--- src/rtl/alu_acc_pkg.sv ---
// package for the lookahead alu / accumulator datapath
// assumes one 100 MHz clock and an apb master in the surrounding system
package alu_acc_pkg;
	localparam int SLICE_W   = 4;        // bits per alu slice
	localparam int BLOCK_W   = 16;       // bits under one lookahead generator
	localparam int GROUP_N   = 4;        // slices per lookahead generator
	localparam int WORD_W    = 32;       // default operand width
	localparam int ACC_SLICES = 2;       // cascaded accumulator slices
	localparam int ACC_W     = ACC_SLICES * SLICE_W;

	// register byte offsets
	localparam logic [7:0] OFS_OPA    = 8'h00;  // operand a
	localparam logic [7:0] OFS_OPB    = 8'h04;  // operand b
	localparam logic [7:0] OFS_CTRL   = 8'h08;  // function select, mode, cin
	localparam logic [7:0] OFS_RESULT = 8'h0C;  // function result
	localparam logic [7:0] OFS_FLAGS  = 8'h10;  // equality and carry flags
	localparam logic [7:0] OFS_ACC    = 8'h14;  // accumulator control/state

	// control field positions
	localparam int CTRL_SEL_LSB = 0;   // 4-bit function select
	localparam int CTRL_ARITH   = 4;   // 1 = arithmetic, 0 = logic
	localparam int CTRL_CIN     = 5;   // carry in, active high
	localparam int CTRL_ADDPASS = 6;   // add-or-pass shortcut select
	localparam int CTRL_RIPPLE  = 7;   // 1 = plain ripple between slices
	localparam int ACC_MODE_LSB = 0;   // 2-bit accumulator mode
	localparam int ACC_CPL      = 2;   // ones-complement control
	localparam int ACC_ROT      = 3;   // rotate instead of shift
	localparam int ACC_SRC      = 4;   // load source: 1 = alu result

	localparam logic [31:0] CTRL_RESET = 32'h0000_0000;

	typedef enum logic [1:0] {ACC_HOLD, ACC_LEFT, ACC_RIGHT, ACC_LOAD} acc_mode_t;

	// per-slice group terms
	typedef struct packed {
		logic g;
		logic p;
	} gp_t;

	// alu function control
	typedef struct packed {
		logic       ripple;
		logic       arith;
		logic       cin;
		logic [3:0] sel;
	} alu_ctl_t;
endpackage

--- src/rtl/alu_accumulator.sv ---
// top: apb-reached lookahead alu datapath feeding a cascaded shift/load accumulator
// assumes an apb master on pclk; only the accumulator and registers hold state
`timescale 1ns/1ps
module alu_accumulator
	import alu_acc_pkg::*;
#(
	parameter int WIDTH = alu_acc_pkg::WORD_W   // operand width, multiple of four
)
(
	input  wire logic        pclk,                 // apb clock
	input  wire logic        presetn,              // apb reset, active low
	input  wire logic        psel,                 // apb select
	input  wire logic        penable,              // apb enable
	input  wire logic        pwrite,               // apb direction
	input  wire logic [7:0]  paddr,                // apb byte address
	input  wire logic [31:0] pwdata,               // apb write data
	output logic [31:0]      prdata,               // apb read data
	output logic             pready,               // apb ready
	output logic             pslverr,              // apb error
	input  wire logic        accumulator_clear_n,  // async accumulator clear
	input  wire logic        shift_in_right,       // serial in for right shift
	input  wire logic        shift_in_left,        // serial in for left shift
	output logic [ACC_W-1:0] acc_q,                // accumulator outputs
	output logic             equal_flag,           // result all ones
	output logic             carry_flag            // inverted word carry out
);
	import alu_acc_pkg::*;

	localparam int SLICES = WIDTH / SLICE_W;
	localparam int BLOCKS = (SLICES + GROUP_N - 1) / GROUP_N;

	// software-visible state
	logic [WIDTH-1:0] opa_r;   // operand a
	logic [WIDTH-1:0] opb_r;   // operand b
	logic [7:0]       ctrl_r;  // alu control
	logic [4:0]       accc_r;  // accumulator control
	logic [ACC_W-1:0] acc_r;   // accumulator
	logic [ACC_W-1:0] acc_nxt; // accumulator next value

	// apb decode
	wire wr_en   = psel & penable & pwrite;
	wire hit_a   = (paddr == OFS_OPA);
	wire hit_b   = (paddr == OFS_OPB);
	wire hit_c   = (paddr == OFS_CTRL);
	wire hit_r   = (paddr == OFS_RESULT);
	wire hit_f   = (paddr == OFS_FLAGS);
	wire hit_acc = (paddr == OFS_ACC);
	wire mapped  = hit_a | hit_b | hit_c | hit_r | hit_f | hit_acc;

	// add-or-pass: one control bit drives select bits zero and three, one and two low
	wire       addpass = ctrl_r[CTRL_ADDPASS];
	wire [3:0] sel_eff = addpass ? {ctrl_r[CTRL_ARITH], 2'b00, ctrl_r[CTRL_ARITH]}
		: ctrl_r[CTRL_SEL_LSB +: 4];
	wire       arith_eff = addpass ? 1'b1 : ctrl_r[CTRL_ARITH];
	wire       ripple    = ctrl_r[CTRL_RIPPLE];
	wire       cin       = ctrl_r[CTRL_CIN];

	// slice wiring
	logic [WIDTH-1:0]  fres;               // word result
	logic [SLICES:0]   cs;                 // carry into each slice
	logic [SLICES-1:0] co;                 // slice carry outs
	gp_t  [SLICES-1:0] gps;                // slice group terms
	logic [BLOCKS:0]   cb;                 // carry into each block
	logic [SLICES-1:0] cla_c;              // lookahead carry into each slice

	genvar s;
	generate
		for (s = 0; s < SLICES; s++)
		begin : g_slice
			alu_slice u_slice (
				.a               (opa_r[s*SLICE_W +: SLICE_W]),
				.b               (opb_r[s*SLICE_W +: SLICE_W]),
				.sel             (sel_eff),
				.arith           (arith_eff),
				.cin             (cs[s]),
				.f               (fres[s*SLICE_W +: SLICE_W]),
				.slice_carry_out (co[s]),
				.gp              (gps[s])
			);
			// ripple mode takes the neighbour's carry with no extra logic
			if (s == 0)
			begin : g_first
				assign cs[s] = cla_c[s];
			end
			else
			begin : g_next
				assign cs[s] = ripple ? co[s-1] : cla_c[s];
			end
		end
	endgenerate

	// one generator per full sixteen-bit block; a short top block ripples
	genvar k;
	generate
		for (k = 0; k < BLOCKS; k++)
		begin : g_block
			localparam int FIRST = k * GROUP_N;
			localparam int LEFT  = SLICES - FIRST;
			assign cla_c[FIRST] = cb[k];
			if (LEFT >= GROUP_N)
			begin : g_full
				logic [2:0] mid;
				gp_t        grp;
				lookahead_gen u_cla (
					.gp_in     (gps[FIRST +: GROUP_N]),
					.cin       (cb[k]),
					.carry_mid (mid),
					.gp_out    (grp)
				);
				assign cla_c[FIRST+1] = mid[0];
				assign cla_c[FIRST+2] = mid[1];
				assign cla_c[FIRST+3] = mid[2];
				// block carry ripples to the next block, no third level
				assign cb[k+1] = grp.g | (grp.p & cb[k]);
			end
			else
			begin : g_tail
				// four/eight/twelve bit tails: carry ripples through the extra slices
				for (genvar t = 1; t < LEFT; t++)
				begin : g_rip
					assign cla_c[FIRST+t] = co[FIRST+t-1];
				end
				assign cb[k+1] = co[SLICES-1];
			end
		end
	endgenerate
	assign cb[0]      = cin;
	// word carry: top block's lookahead carry, or the last slice when rippling
	assign cs[SLICES] = ripple ? co[SLICES-1] : cb[BLOCKS];

	// flags: all ones means pass zero, equivalence identical, xor complementary
	assign equal_flag = &fres;
	// under a minus b, high means a below b; under a minus b minus 1, a at most b
	// active-high operands: the pin shows the inverted carry, so high is a borrow
	assign carry_flag = ~cs[SLICES];

	// accumulator operand, optional ones complement by xor; a load uses the
	// control word being written, so mode, source and complement land together
	wire             acc_wr  = wr_en & hit_acc;
	wire [4:0]       ctl_w   = pwdata[ACC_SRC:0];
	wire             ld_req  = acc_wr & (ctl_w[ACC_MODE_LSB +: 2] == 2'b11);
	wire [ACC_W-1:0] acc_src = ctl_w[ACC_SRC] ? fres[ACC_W-1:0] : pwdata[ACC_W-1:0];
	wire [ACC_W-1:0] acc_opd = acc_src ^ {ACC_W{ctl_w[ACC_CPL]}};
	wire             rot     = accc_r[ACC_ROT];
	wire [1:0]       mode    = accc_r[ACC_MODE_LSB +: 2];

	// cascade: each slice's inner serial input comes from its neighbour's output, the outer ones from the pins or the far end
	wire sin_r = rot ? acc_r[0] : shift_in_right;
	wire sin_l = rot ? acc_r[ACC_W-1] : shift_in_left;
	wire [ACC_W-1:0] shl = {acc_r[ACC_W-2:0], sin_l};
	wire [ACC_W-1:0] shr = {sin_r, acc_r[ACC_W-1:1]};

	// mode decode; the edge of an acc control write only loads or holds
	always_comb
	begin
		acc_nxt = acc_r;
		if (acc_wr)
			acc_nxt = ld_req ? acc_opd : acc_r;
		else
		begin
			unique case (acc_mode_t'(mode))
				ACC_HOLD:  acc_nxt = acc_r;
				ACC_LEFT:  acc_nxt = shl;
				ACC_RIGHT: acc_nxt = shr;
				ACC_LOAD:  acc_nxt = acc_r;  // load waits for a write
			endcase
		end
	end

	// the accumulator is the only datapath state
	always_ff @(posedge pclk or negedge accumulator_clear_n)
	begin
		if (!accumulator_clear_n)
			acc_r <= '0;
		else
			acc_r <= acc_nxt;
	end
	assign acc_q = acc_r;

	// register writes
	always_ff @(posedge pclk or negedge presetn)
	begin
		if (!presetn)
		begin
			opa_r  <= '0;
			opb_r  <= '0;
			ctrl_r <= CTRL_RESET[7:0];
			accc_r <= '0;
		end
		else if (wr_en)
		begin
			if (hit_a)
				opa_r <= pwdata[WIDTH-1:0];
			if (hit_b)
				opb_r <= pwdata[WIDTH-1:0];
			if (hit_c)
				ctrl_r <= pwdata[7:0];
			if (hit_acc)
				accc_r <= pwdata[ACC_SRC:0];
		end
	end

	// read mux, registered so data comes from flip-flops
	logic [31:0] rd_mux;
	always_comb
	begin
		rd_mux = 32'h0000_0000;
		if (hit_a)
			rd_mux[WIDTH-1:0] = opa_r;
		else if (hit_b)
			rd_mux[WIDTH-1:0] = opb_r;
		else if (hit_c)
			rd_mux[7:0] = ctrl_r;
		else if (hit_r)
			rd_mux[WIDTH-1:0] = fres;
		else if (hit_f)
			rd_mux[1:0] = {carry_flag, equal_flag};
		else if (hit_acc)
			rd_mux = {16'h0000, acc_r, 3'h0, accc_r};
	end

	// answer takes one access cycle: ready raises on the first penable cycle's edge
	logic rdy_r;
	always_ff @(posedge pclk or negedge presetn)
	begin
		if (!presetn)
		begin
			prdata <= 32'h0000_0000;
			rdy_r  <= 1'b0;
		end
		else
		begin
			rdy_r <= psel & ~penable;
			if (psel & ~penable)
				prdata <= rd_mux;
		end
	end
	assign pready  = rdy_r & psel & penable;
	assign pslverr = pready & ~mapped;
endmodule

--- src/rtl/alu_slice.sv ---
// one 4-bit alu slice with group generate/propagate outputs
// assumes active-high data; combinational only
`timescale 1ns/1ps
module alu_slice
	import alu_acc_pkg::*;
(
	input  wire logic [3:0]       a,          // operand a
	input  wire logic [3:0]       b,          // operand b
	input  wire logic [3:0]       sel,        // function select
	input  wire logic             arith,      // 1 = arithmetic
	input  wire logic             cin,        // carry in, active high
	output logic [3:0]            f,          // function result
	output logic                  slice_carry_out, // carry out, active high
	output alu_acc_pkg::gp_t      gp          // group terms
);
	logic [3:0] lg;   // logic function per bit
	logic [3:0] ta;   // first arithmetic term
	logic [3:0] tb;   // second arithmetic term
	logic [3:0] gb;   // bit generate
	logic [3:0] pb;   // bit propagate
	logic [4:0] c;    // internal carries

	// per-bit decode; the select bits pick the minterms of a and b
	always_comb
	begin
		for (int i = 0; i < 4; i++)
		begin
			lg[i] = ~(a[i] | (b[i] & sel[0]) | (~b[i] & sel[1]))
				^ ((a[i] & ~b[i] & sel[2]) | (a[i] & b[i] & sel[3]));
			ta[i] = a[i] | (b[i] & sel[0]) | (~b[i] & sel[1]);
			tb[i] = (a[i] & ~b[i] & sel[2]) | (a[i] & b[i] & sel[3]);
			gb[i] = tb[i];
			pb[i] = ta[i];
		end
	end

	// sum = ta plus tb plus cin, formed from generate/propagate
	always_comb
	begin
		c[0] = cin;
		for (int i = 0; i < 4; i++)
			c[i + 1] = gb[i] | (pb[i] & c[i]);
	end

	// sum bit: both terms and the incoming carry, true sense for active-high data
	assign f               = arith ? (ta ^ tb ^ c[3:0]) : lg;
	assign slice_carry_out = c[4];
	// the same pair is fed upward whatever the data polarity, only its sense differs
	assign gp.g = gb[3] | (pb[3] & gb[2]) | (pb[3] & pb[2] & gb[1])
		| (pb[3] & pb[2] & pb[1] & gb[0]);
	assign gp.p = &pb;
endmodule

--- src/rtl/lookahead_gen.sv ---
// four-group carry lookahead generator
// assumes active-high generate/propagate terms; purely combinational
`timescale 1ns/1ps
module lookahead_gen
	import alu_acc_pkg::*;
(
	input  wire alu_acc_pkg::gp_t [3:0] gp_in,    // slice group terms
	input  wire logic                   cin,      // block carry in
	output logic [2:0]                  carry_mid, // carries into slices 1..3
	output alu_acc_pkg::gp_t            gp_out    // next-level group terms
);
	// standard lookahead equations, expanded so no carry ripples inside
	assign carry_mid[0] = gp_in[0].g | (gp_in[0].p & cin);
	assign carry_mid[1] = gp_in[1].g | (gp_in[1].p & gp_in[0].g)
		| (gp_in[1].p & gp_in[0].p & cin);
	assign carry_mid[2] = gp_in[2].g | (gp_in[2].p & gp_in[1].g)
		| (gp_in[2].p & gp_in[1].p & gp_in[0].g)
		| (gp_in[2].p & gp_in[1].p & gp_in[0].p & cin);
	// next-level terms allow a further level of lookahead above this one
	assign gp_out.g = gp_in[3].g | (gp_in[3].p & gp_in[2].g)
		| (gp_in[3].p & gp_in[2].p & gp_in[1].g)
		| (gp_in[3].p & gp_in[2].p & gp_in[1].p & gp_in[0].g);
	assign gp_out.p = &{gp_in[3].p, gp_in[2].p, gp_in[1].p, gp_in[0].p};
endmodule

--- config.mk ---
export PLATFORM = sky130hd
export DESIGN_NAME = alu_accumulator
export DESIGN_NICKNAME = d
export VERILOG_FILES = /design/src/rtl/alu_acc_pkg.sv /design/src/rtl/alu_accumulator.sv /design/src/rtl/alu_slice.sv /design/src/rtl/lookahead_gen.sv
export SDC_FILE = /design/constraint.sdc
export NUM_CORES = 1
export LEC_CHECK = 0
export BUFFER_PORTS_ARGS = -buffer_cell sky130_fd_sc_hd__buf_2
export CORE_MARGIN = 8
export CORE_UTILIZATION = 61
export DETAILED_ROUTE_END_ITERATION = 8
export GPL_TIMING_DRIVEN = 0
export PLACE_DENSITY = 0.85
export REMOVE_ABC_BUFFERS = 1
export SYNTH_ARGS = -nofsm -noshare
export SYNTH_HDL_FRONTEND = slang
export SYNTH_SLANG_ARGS = --single-unit
--- constraint.sdc ---
create_clock -name pclk -period 7.6 [get_ports pclk]
set_clock_uncertainty 0.15 [all_clocks]
set_input_delay 1.9 -clock pclk [delete_from_list [all_inputs] [get_ports pclk]]
set_output_delay 1.9 -clock pclk [all_outputs]
set_load 0.005 [all_outputs]
# [Yosys cells after proc, flatten, opt, wreduce, memory -nomap -nowiden]
# Index checks and enable logic that the tools add are counted.
[totals] in_bits=48 elab_cells=664 output_inout_bits=44 register_bits=118
[classes] n_eq_ne=11 bitwise=595 n_mux=32 n_reduce_logical=19
[op_table] cell="$and A1 B1 Y1" n=302
[op_table] cell="$or A1 B1 Y1" n=177
[op_table] cell="$mux W32" n=3
[op_table] cell="$not A1 Y1" n=67
[op_table] cell="$xor A4 B4 Y4" n=16
[op_table] cell="$mux W4" n=9
[op_table] cell="$mux W8" n=4
[op_table] cell="$reduce_and A16 Y1" n=2
[op_table] cell="$reduce_and A32 Y1" n=1
[op_table] cell="$reduce_and A4 Y1" n=8
[op_table] cell="$xor A1 B1 Y1" n=32
[op_table] cell="$mux W24" n=1
[op_table] cell="$eq A8 B4 Y1 const B" n=2
[op_table] cell="$eq A8 B5 Y1 const B" n=2
[op_table] cell="$mux W16" n=1
[op_table] cell="$pmux W8 S2" n=1
[op_table] cell="$mux W14" n=1
[op_table] cell="$mux W1" n=11
[op_table] cell="$reduce_and A2 Y1" n=5
[op_table] cell="$eq A8 B3 Y1 const B" n=1
[op_table] cell="$logic_not A8 Y1" n=1
[op_table] cell="$xor A8 B8 Y8" n=1
[op_table] cell="$eq A2 B2 Y1 const B" n=3
[op_table] cell="$ne A2 B1 Y1 const B" n=2
[op_table] cell="4 further kinds" n=4

# [Logic depth before layout (Yosys ltp)]
[logic_depth] ltp_word=82 depth_mapped=15 depth_no_buf=12

# [Hierarchy]
# From an unflattened synthesis, not the netlist that was laid out.
[hier_totals] cells_unflattened=888 hier_area_um2=8531.9
[modules_own_cells] mod="alu_accumulator" seq_area_each_um2=2952.8 instances=1 area_each_um2=5881.9 cells_per_inst=502
[modules_own_cells] mod="alu_slice" seq_area_each_um2=0.0 instances=8 area_each_um2=316.6 cells_per_inst=46
[modules_own_cells] mod="lookahead_gen" seq_area_each_um2=0.0 instances=2 area_each_um2=58.8 cells_per_inst=9

# [Least setup slack after synthesis]
# OpenSTA, ideal clock, no wires.
[synth_path] kind="register -> output" startpoint="reg ctrl_r[4]" endpoint="out equal_flag" stages_incl_launch_ff=15 n_path_buf=2 required_time_ns=5.550 slack_ns=2.092 arrival_time_ns=3.458 cell_sequence="dfrtp_1 -> buf_6 -> mux2_4 -> buf_6 -> mux4_2 -> and3_4 -> a221o_1 -> a211oi_2 -> and3_1 -> and4_1 -> nand4b_1 -> nor4_1 -> nand4_1 -> or4_4 -> a31oi_2"
[synth_between] elab_chain_cells=76 elab_cells_between_ends=424 cone_classes="17 x mux; 398 x bitwise; 9 x reduce/logical"
[synth_lines] item="start: declaration" line_no="alu_accumulator.sv:35" source="logic [7:0] ctrl_r;"
[synth_lines] item="start signal: assignment" line_no="alu_accumulator.sv:187" source="ctrl_r <= CTRL_RESET[7:0];"
[synth_lines] item="start signal: assignment" line_no="alu_accumulator.sv:197" source="ctrl_r <= pwdata[7:0];"
[synth_lines] item="$mux W4" line_no="alu_accumulator.sv:52" source="wire [3:0] sel_eff = addpass ? {ctrl_r[CTRL_ARITH], 2'b00, ctrl_r[CTRL_ARITH]}"
[synth_lines] item="$and A1 B1 Y1" line_no="alu_slice.sv:28, alu_slice.sv:30"
[synth_lines] item="$or A1 B1 Y1 (2 in a row)" line_no="alu_slice.sv:28, alu_slice.sv:30"
[synth_lines] item="$and A1 B1 Y1" line_no="alu_slice.sv:42" source="c[i + 1] = gb[i] | (pb[i] & c[i]);"
[synth_lines] item="$or A1 B1 Y1" line_no="alu_slice.sv:42"
[synth_lines] item="$and A1 B1 Y1" line_no="alu_slice.sv:42"
[synth_lines] item="$or A1 B1 Y1" line_no="alu_slice.sv:42"
[synth_lines] item="$and A1 B1 Y1" line_no="alu_slice.sv:42"
[synth_lines] item="[59 not listed]"
[synth_lines] item="$or A1 B1 Y1" line_no="alu_slice.sv:42"
[synth_lines] item="$and A1 B1 Y1" line_no="alu_slice.sv:42"
[synth_lines] item="$or A1 B1 Y1" line_no="alu_slice.sv:42"
[synth_lines] item="$and A1 B1 Y1" line_no="alu_slice.sv:42"
[synth_lines] item="$or A1 B1 Y1" line_no="alu_slice.sv:42"
[synth_lines] item="$xor A4 B4 Y4" line_no="alu_slice.sv:46" source="assign f = arith ? (ta ^ tb ^ c[3:0]) : lg;"
[synth_lines] item="$mux W4" line_no="alu_slice.sv:46"
[synth_lines] item="$reduce_and A32 Y1 *" line_no="alu_accumulator.sv:132" source="assign equal_flag = &fres;"
[synth_lines] item="end: declaration" line_no="alu_accumulator.sv:24" source="output logic equal_flag,"
# Mark *: on every way between the ends. The rest lies on a longest branch, timed or not.

# [Worst setup path in the final report]
[layout_path] startpoint="reg ctrl_r[6]" endpoint="out equal_flag"
# Same word-level chain as after synthesis.

==> out/qor.tcl <==
set qor(run_status) {completed}
set qor(setup.worst_path.class) {flip-flop to primary output}
set qor(syn_inst) 940
set qor(setup_viol_count_final) 0
set qor(clk_root_buffer_cell) {sky130_fd_sc_hd__clkbuf_16}
set qor(worst_hold_path_cell_count) 2
set qor(totalNegativeSetupSlack_ns) 0
set qor(yosys_register_bits) 118
set qor(critPathMaxFanout) 22
set qor(cp_slowest_cell) {sky130_fd_sc_hd__dfrtp_4}
set qor(placementRows) 43
set qor(syn-mean-instance-area_um2) 9.00
set qor(critical_path.reg2reg.endpoint) {prdata[0]$_DFFE_PN0P_}
set qor(worst-r2r-setup-slack_ns) 2.62
set qor(hold_wc_startpoint) {prdata[17]$_DFFE_PN0P_}
set qor(cts.sinks) 118
set qor(synth_top_cells_by_area) {sky130_fd_sc_hd__dfrtp_1 35%, sky130_fd_sc_hd__mux2_2 11%, sky130_fd_sc_hd__mux2i_1 4.5%, sky130_fd_sc_hd__nand2_1 4.3%, sky130_fd_sc_hd__o21ai_0 3.7%}
set qor(post_synthesis_sequential_area_ratio_pct) 34.9
set qor(synth.most_common_cell) {sky130_fd_sc_hd__dfrtp_1}
set qor(warnings_from_yosys) 0
set qor(hold_worst_path_end) {prdata[17]$_DFFE_PN0P_}
set qor(numCtsBuffers) 17
set qor(via_count) 8201
set qor(grt_overflow_total) 0
set qor(finalMaxSlewViolations) 0
set qor(grtUsageTotal_pct) 29.7
set qor(clk_pin_slew_worst_setup_hold_paths_ns) 0.06
set qor(power.density_mw_per_mm2) 184
set qor(largest_buffer_count_on_any_clock_path) 2
set qor(first_iter_violations) 976
set qor(first_pass_iters) 7
set qor(tritoncts_clock_tree) {done}
set qor(grt_first_pass_wirelength_um) 42200
set qor(timing.fmax_ghz) 0.134
set qor(die-height_um) 134
set qor(number_of_hold_repair_buffers_added_at_the_cts_stage) 0
set qor(synth_top_cell_area_share_pct) 34.9
set qor(worst_ep_required_time_ns) 5.55
set qor(cell_area_after_synthesis_mm2) 0.00846
set qor(relSlewSlack_pct) 10.5
set qor(synth_common_cells) {118 x sky130_fd_sc_hd__dfrtp_1, 96 x sky130_fd_sc_hd__nand2_1, 82 x sky130_fd_sc_hd__mux2_2, 74 x sky130_fd_sc_hd__nor2_1, 63 x sky130_fd_sc_hd__o21ai_0}
set qor(post_detailed_placement_half_perimeter_wirelength_um) 17200
set qor(gpl.final_weighted_congestion) 0.953
set qor(initial_core_utilization_pct) 61.6
set qor(finalWorstPathRequiredPeriod_ns) 7.44
set qor(die_area_mm2) 0.0179
set qor(clock_latency_at_the_later_pin_of_the_worst_skew_pair_ns) 0.43
set qor(via_count_of_the_first_global_routing_pass) 7991
set qor(yosysUniqueCellTypes) 75
set qor(rsz_0062_raised_after_global_routing) {no}
set qor(buffer_ports.inserted) 91
set qor(synth_enable_flop_cells) 0
set qor(synth_async_sr_flop_share_pct) 100
set qor(critical-path-max-stage-delay_ns) 0.66
set qor(top_level_ports) 92
set qor(regToRegStartpoint) {ctrl_r[6]$_DFFE_PN0P_}
set qor(vdd_ir_drop_max_uv) 162
set qor(number_of_antenna_violations_at_the_first_check_in_global_routing) 1
set qor(max_cap_violations) 0
set qor(vias_per_cell) 6.88
set qor(cp-end-kind) {primary output}
set qor(timing.reg2reg.worst_path_depth) 12
set qor(grt_max_degree) 62
set qor(layout_cell_share_with_drive_strength_beyond_1_pct) 24.5
set qor(synthDominantAreaCellType) {sky130_fd_sc_hd__dfrtp_1}
set qor(numPlacedInstances) 1157
set qor(timing_worst_slew_pin_value_ns) 1.34
set qor(worstHoldPathType) {flip-flop to flip-flop}
set qor(ctsHtreeMaxLevel) 4
set qor(ant_nets) 0
set qor(nNetsFinal) 1047
set qor(path_cells) {nand2b_1, a221oi_1, or3_1, o211ai_1, nand3_1, xnor2_1, and4_1, nand4b_1, nor4_1, nand4_1, or4_4, a31oi_2, buf_2}
set qor(drt-total-wl_um) 26100
set qor(finalCritPeriodShare_pct) 97.8
set qor(coreArea_mm2) 0.0137
set qor(syn_to_final_growth_pct) 15.2
set qor(hold_viol_final) 0
set qor(drcViolationCount) 0
set qor(power.static_leakage_nw) 4.30
set qor(final-instance-count-excl-fill) 1192
set qor(routedWlPerCell_um) 21.9
set qor(horiz_die_dim_um) 134
set qor(type_of_element_launching_the_critical_path) {flip-flop}
set qor(ys.flop_type) {sky130_fd_sc_hd__dfrtp_1}
set qor(arrival_ns) 5.39
==> cell type report <==
class                      count  area [um2]
sequential                   118        2960
clock inverter                12         223
antenna                        1        2.50
tap                          180         225
timing repair buffer          95         552
multi-input combinational    754        5270
clock buffer                  20         467
inverter                      12        45.0
fill                        1075        3980
==> critical path, delay by kind of cell, from the launching register on <==
family	cells	cell delay [ns]
compound gates	3	0.83
xor+xnor	1	0.32
buf+inv	1	0.14
flops	1	0.66
simple gates	8	3.00
==> power breakdown <==
| group | switching, mW | leakage, nW | internal, mW | total [mW] |
|---|---|---|---|---|
| clock | 0.304 | 0.321 | 0.639 | 0.943 |
| combinational | 0.111 | 2.37 | 0.0763 | 0.188 |
| sequential | 0.0208 | 1.61 | 0.642 | 0.663 |
| total | 0.436 | 4.30 | 1.36 | 1.79 |
==> how the worst max path moves through the flow <==
stage / from / endpoint / cells after the start
3_3_place_gp: ctrl_r[6]$_DFFE_PN0P_ / equal_flag / 13
6_report: ctrl_r[6]$_DFFE_PN0P_ / equal_flag / 13
4_1_cts: ctrl_r[1]$_DFFE_PN0P_ / equal_flag / 13
2_1_floorplan: ctrl_r[6]$_DFFE_PN0P_ / equal_flag / 12
3_5_place_dp: ctrl_r[6]$_DFFE_PN0P_ / equal_flag / 13
5_1_grt: ctrl_r[6]$_DFFE_PN0P_ / equal_flag / 13
==> logic make-up (layout without fill, tap and decap cells) <==
kind of cell,count (synthesis),count (layout),synth area share [%]
and+or+nand+nor,308,308,18.3
AOI/OAI and AO/OA,285,285,22.4
muxes,128,129,17.5
DFF,118,118,34.9
buffers and inverters,69,139,3.45
other,0,1,0
xor gates and xnor gates,31,31,3.21
adders and majority gates,1,1,0.148
==> routing by layer <==
metal / vias to the layer above / GRT usage (%) / wire [um]
met2: 494 / 45.2 / 11700
met5: - / 0 / 0
li1: 3663 / - / -
met1: 3933 / 38.2 / 10400
met4: 0 / 16.2 / 1250
met3: 111 / 7.27 / 2670
==> sequential cells by signal, indices dropped and copies added (netlist names) <==
register	cells
opa_r	32
rdy_r	1
prdata	32
accc_r	5
opb_r	32
acc_q	8
ctrl_r	8
==> metrics by stage <==
step	util, %	cell area (um2)	hold slack [ns]	setup WS [ns]	power, mW
after CTS	70.7	9700	0.329	0.0904	1.80
after global placement	64.8	8890	0.305	-1.45	0.848
final	71.0	9740	0.324	0.164	1.79
after floorplan	-	8210	0.323	0.889	0.769
after detailed placement	65.5	8990	0.315	-0.196	0.855
after global routing	71.0	9740	0.347	0.0956	1.85
==> layout by cell type, fill, tap and decap left out, types with 9 or more instances in the layout <==
cell	netlist	routed
sky130_fd_sc_hd__dfrtp_1	118	116
sky130_fd_sc_hd__inv_1	12	12
sky130_fd_sc_hd__a31oi_1	22	22
sky130_fd_sc_hd__a211oi_1	33	32
sky130_fd_sc_hd__nand2_1	96	96
sky130_fd_sc_hd__clkbuf_16	0	17
sky130_fd_sc_hd__buf_2	8	90
sky130_fd_sc_hd__nand3_1	15	14
sky130_fd_sc_hd__mux2i_1	38	37
sky130_fd_sc_hd__xor2_1	13	13
sky130_fd_sc_hd__nor3_1	17	16
sky130_fd_sc_hd__o21ai_0	63	63
sky130_fd_sc_hd__nand4_1	9	9
sky130_fd_sc_hd__o22ai_1	14	14
sky130_fd_sc_hd__a22oi_1	9	9
sky130_fd_sc_hd__nand2b_1	15	13
sky130_fd_sc_hd__and2_1	9	9
sky130_fd_sc_hd__nor3b_1	25	25
sky130_fd_sc_hd__mux2_2	82	82
sky130_fd_sc_hd__a211o_1	15	15
sky130_fd_sc_hd__a21oi_1	60	60
sky130_fd_sc_hd__and3_1	13	12
sky130_fd_sc_hd__nor2_1	74	73
sky130_fd_sc_hd__xnor2_1	18	18
==> timing repair <==
action / in CTS / in global routing
cloned: 1 / 0
buffers inserted: 0 / 1
endpoints found under the setup margin: 1 / 1
gates resized for setup: 3 / 2
No activity file was read; power rests on OpenSTA's default activity.
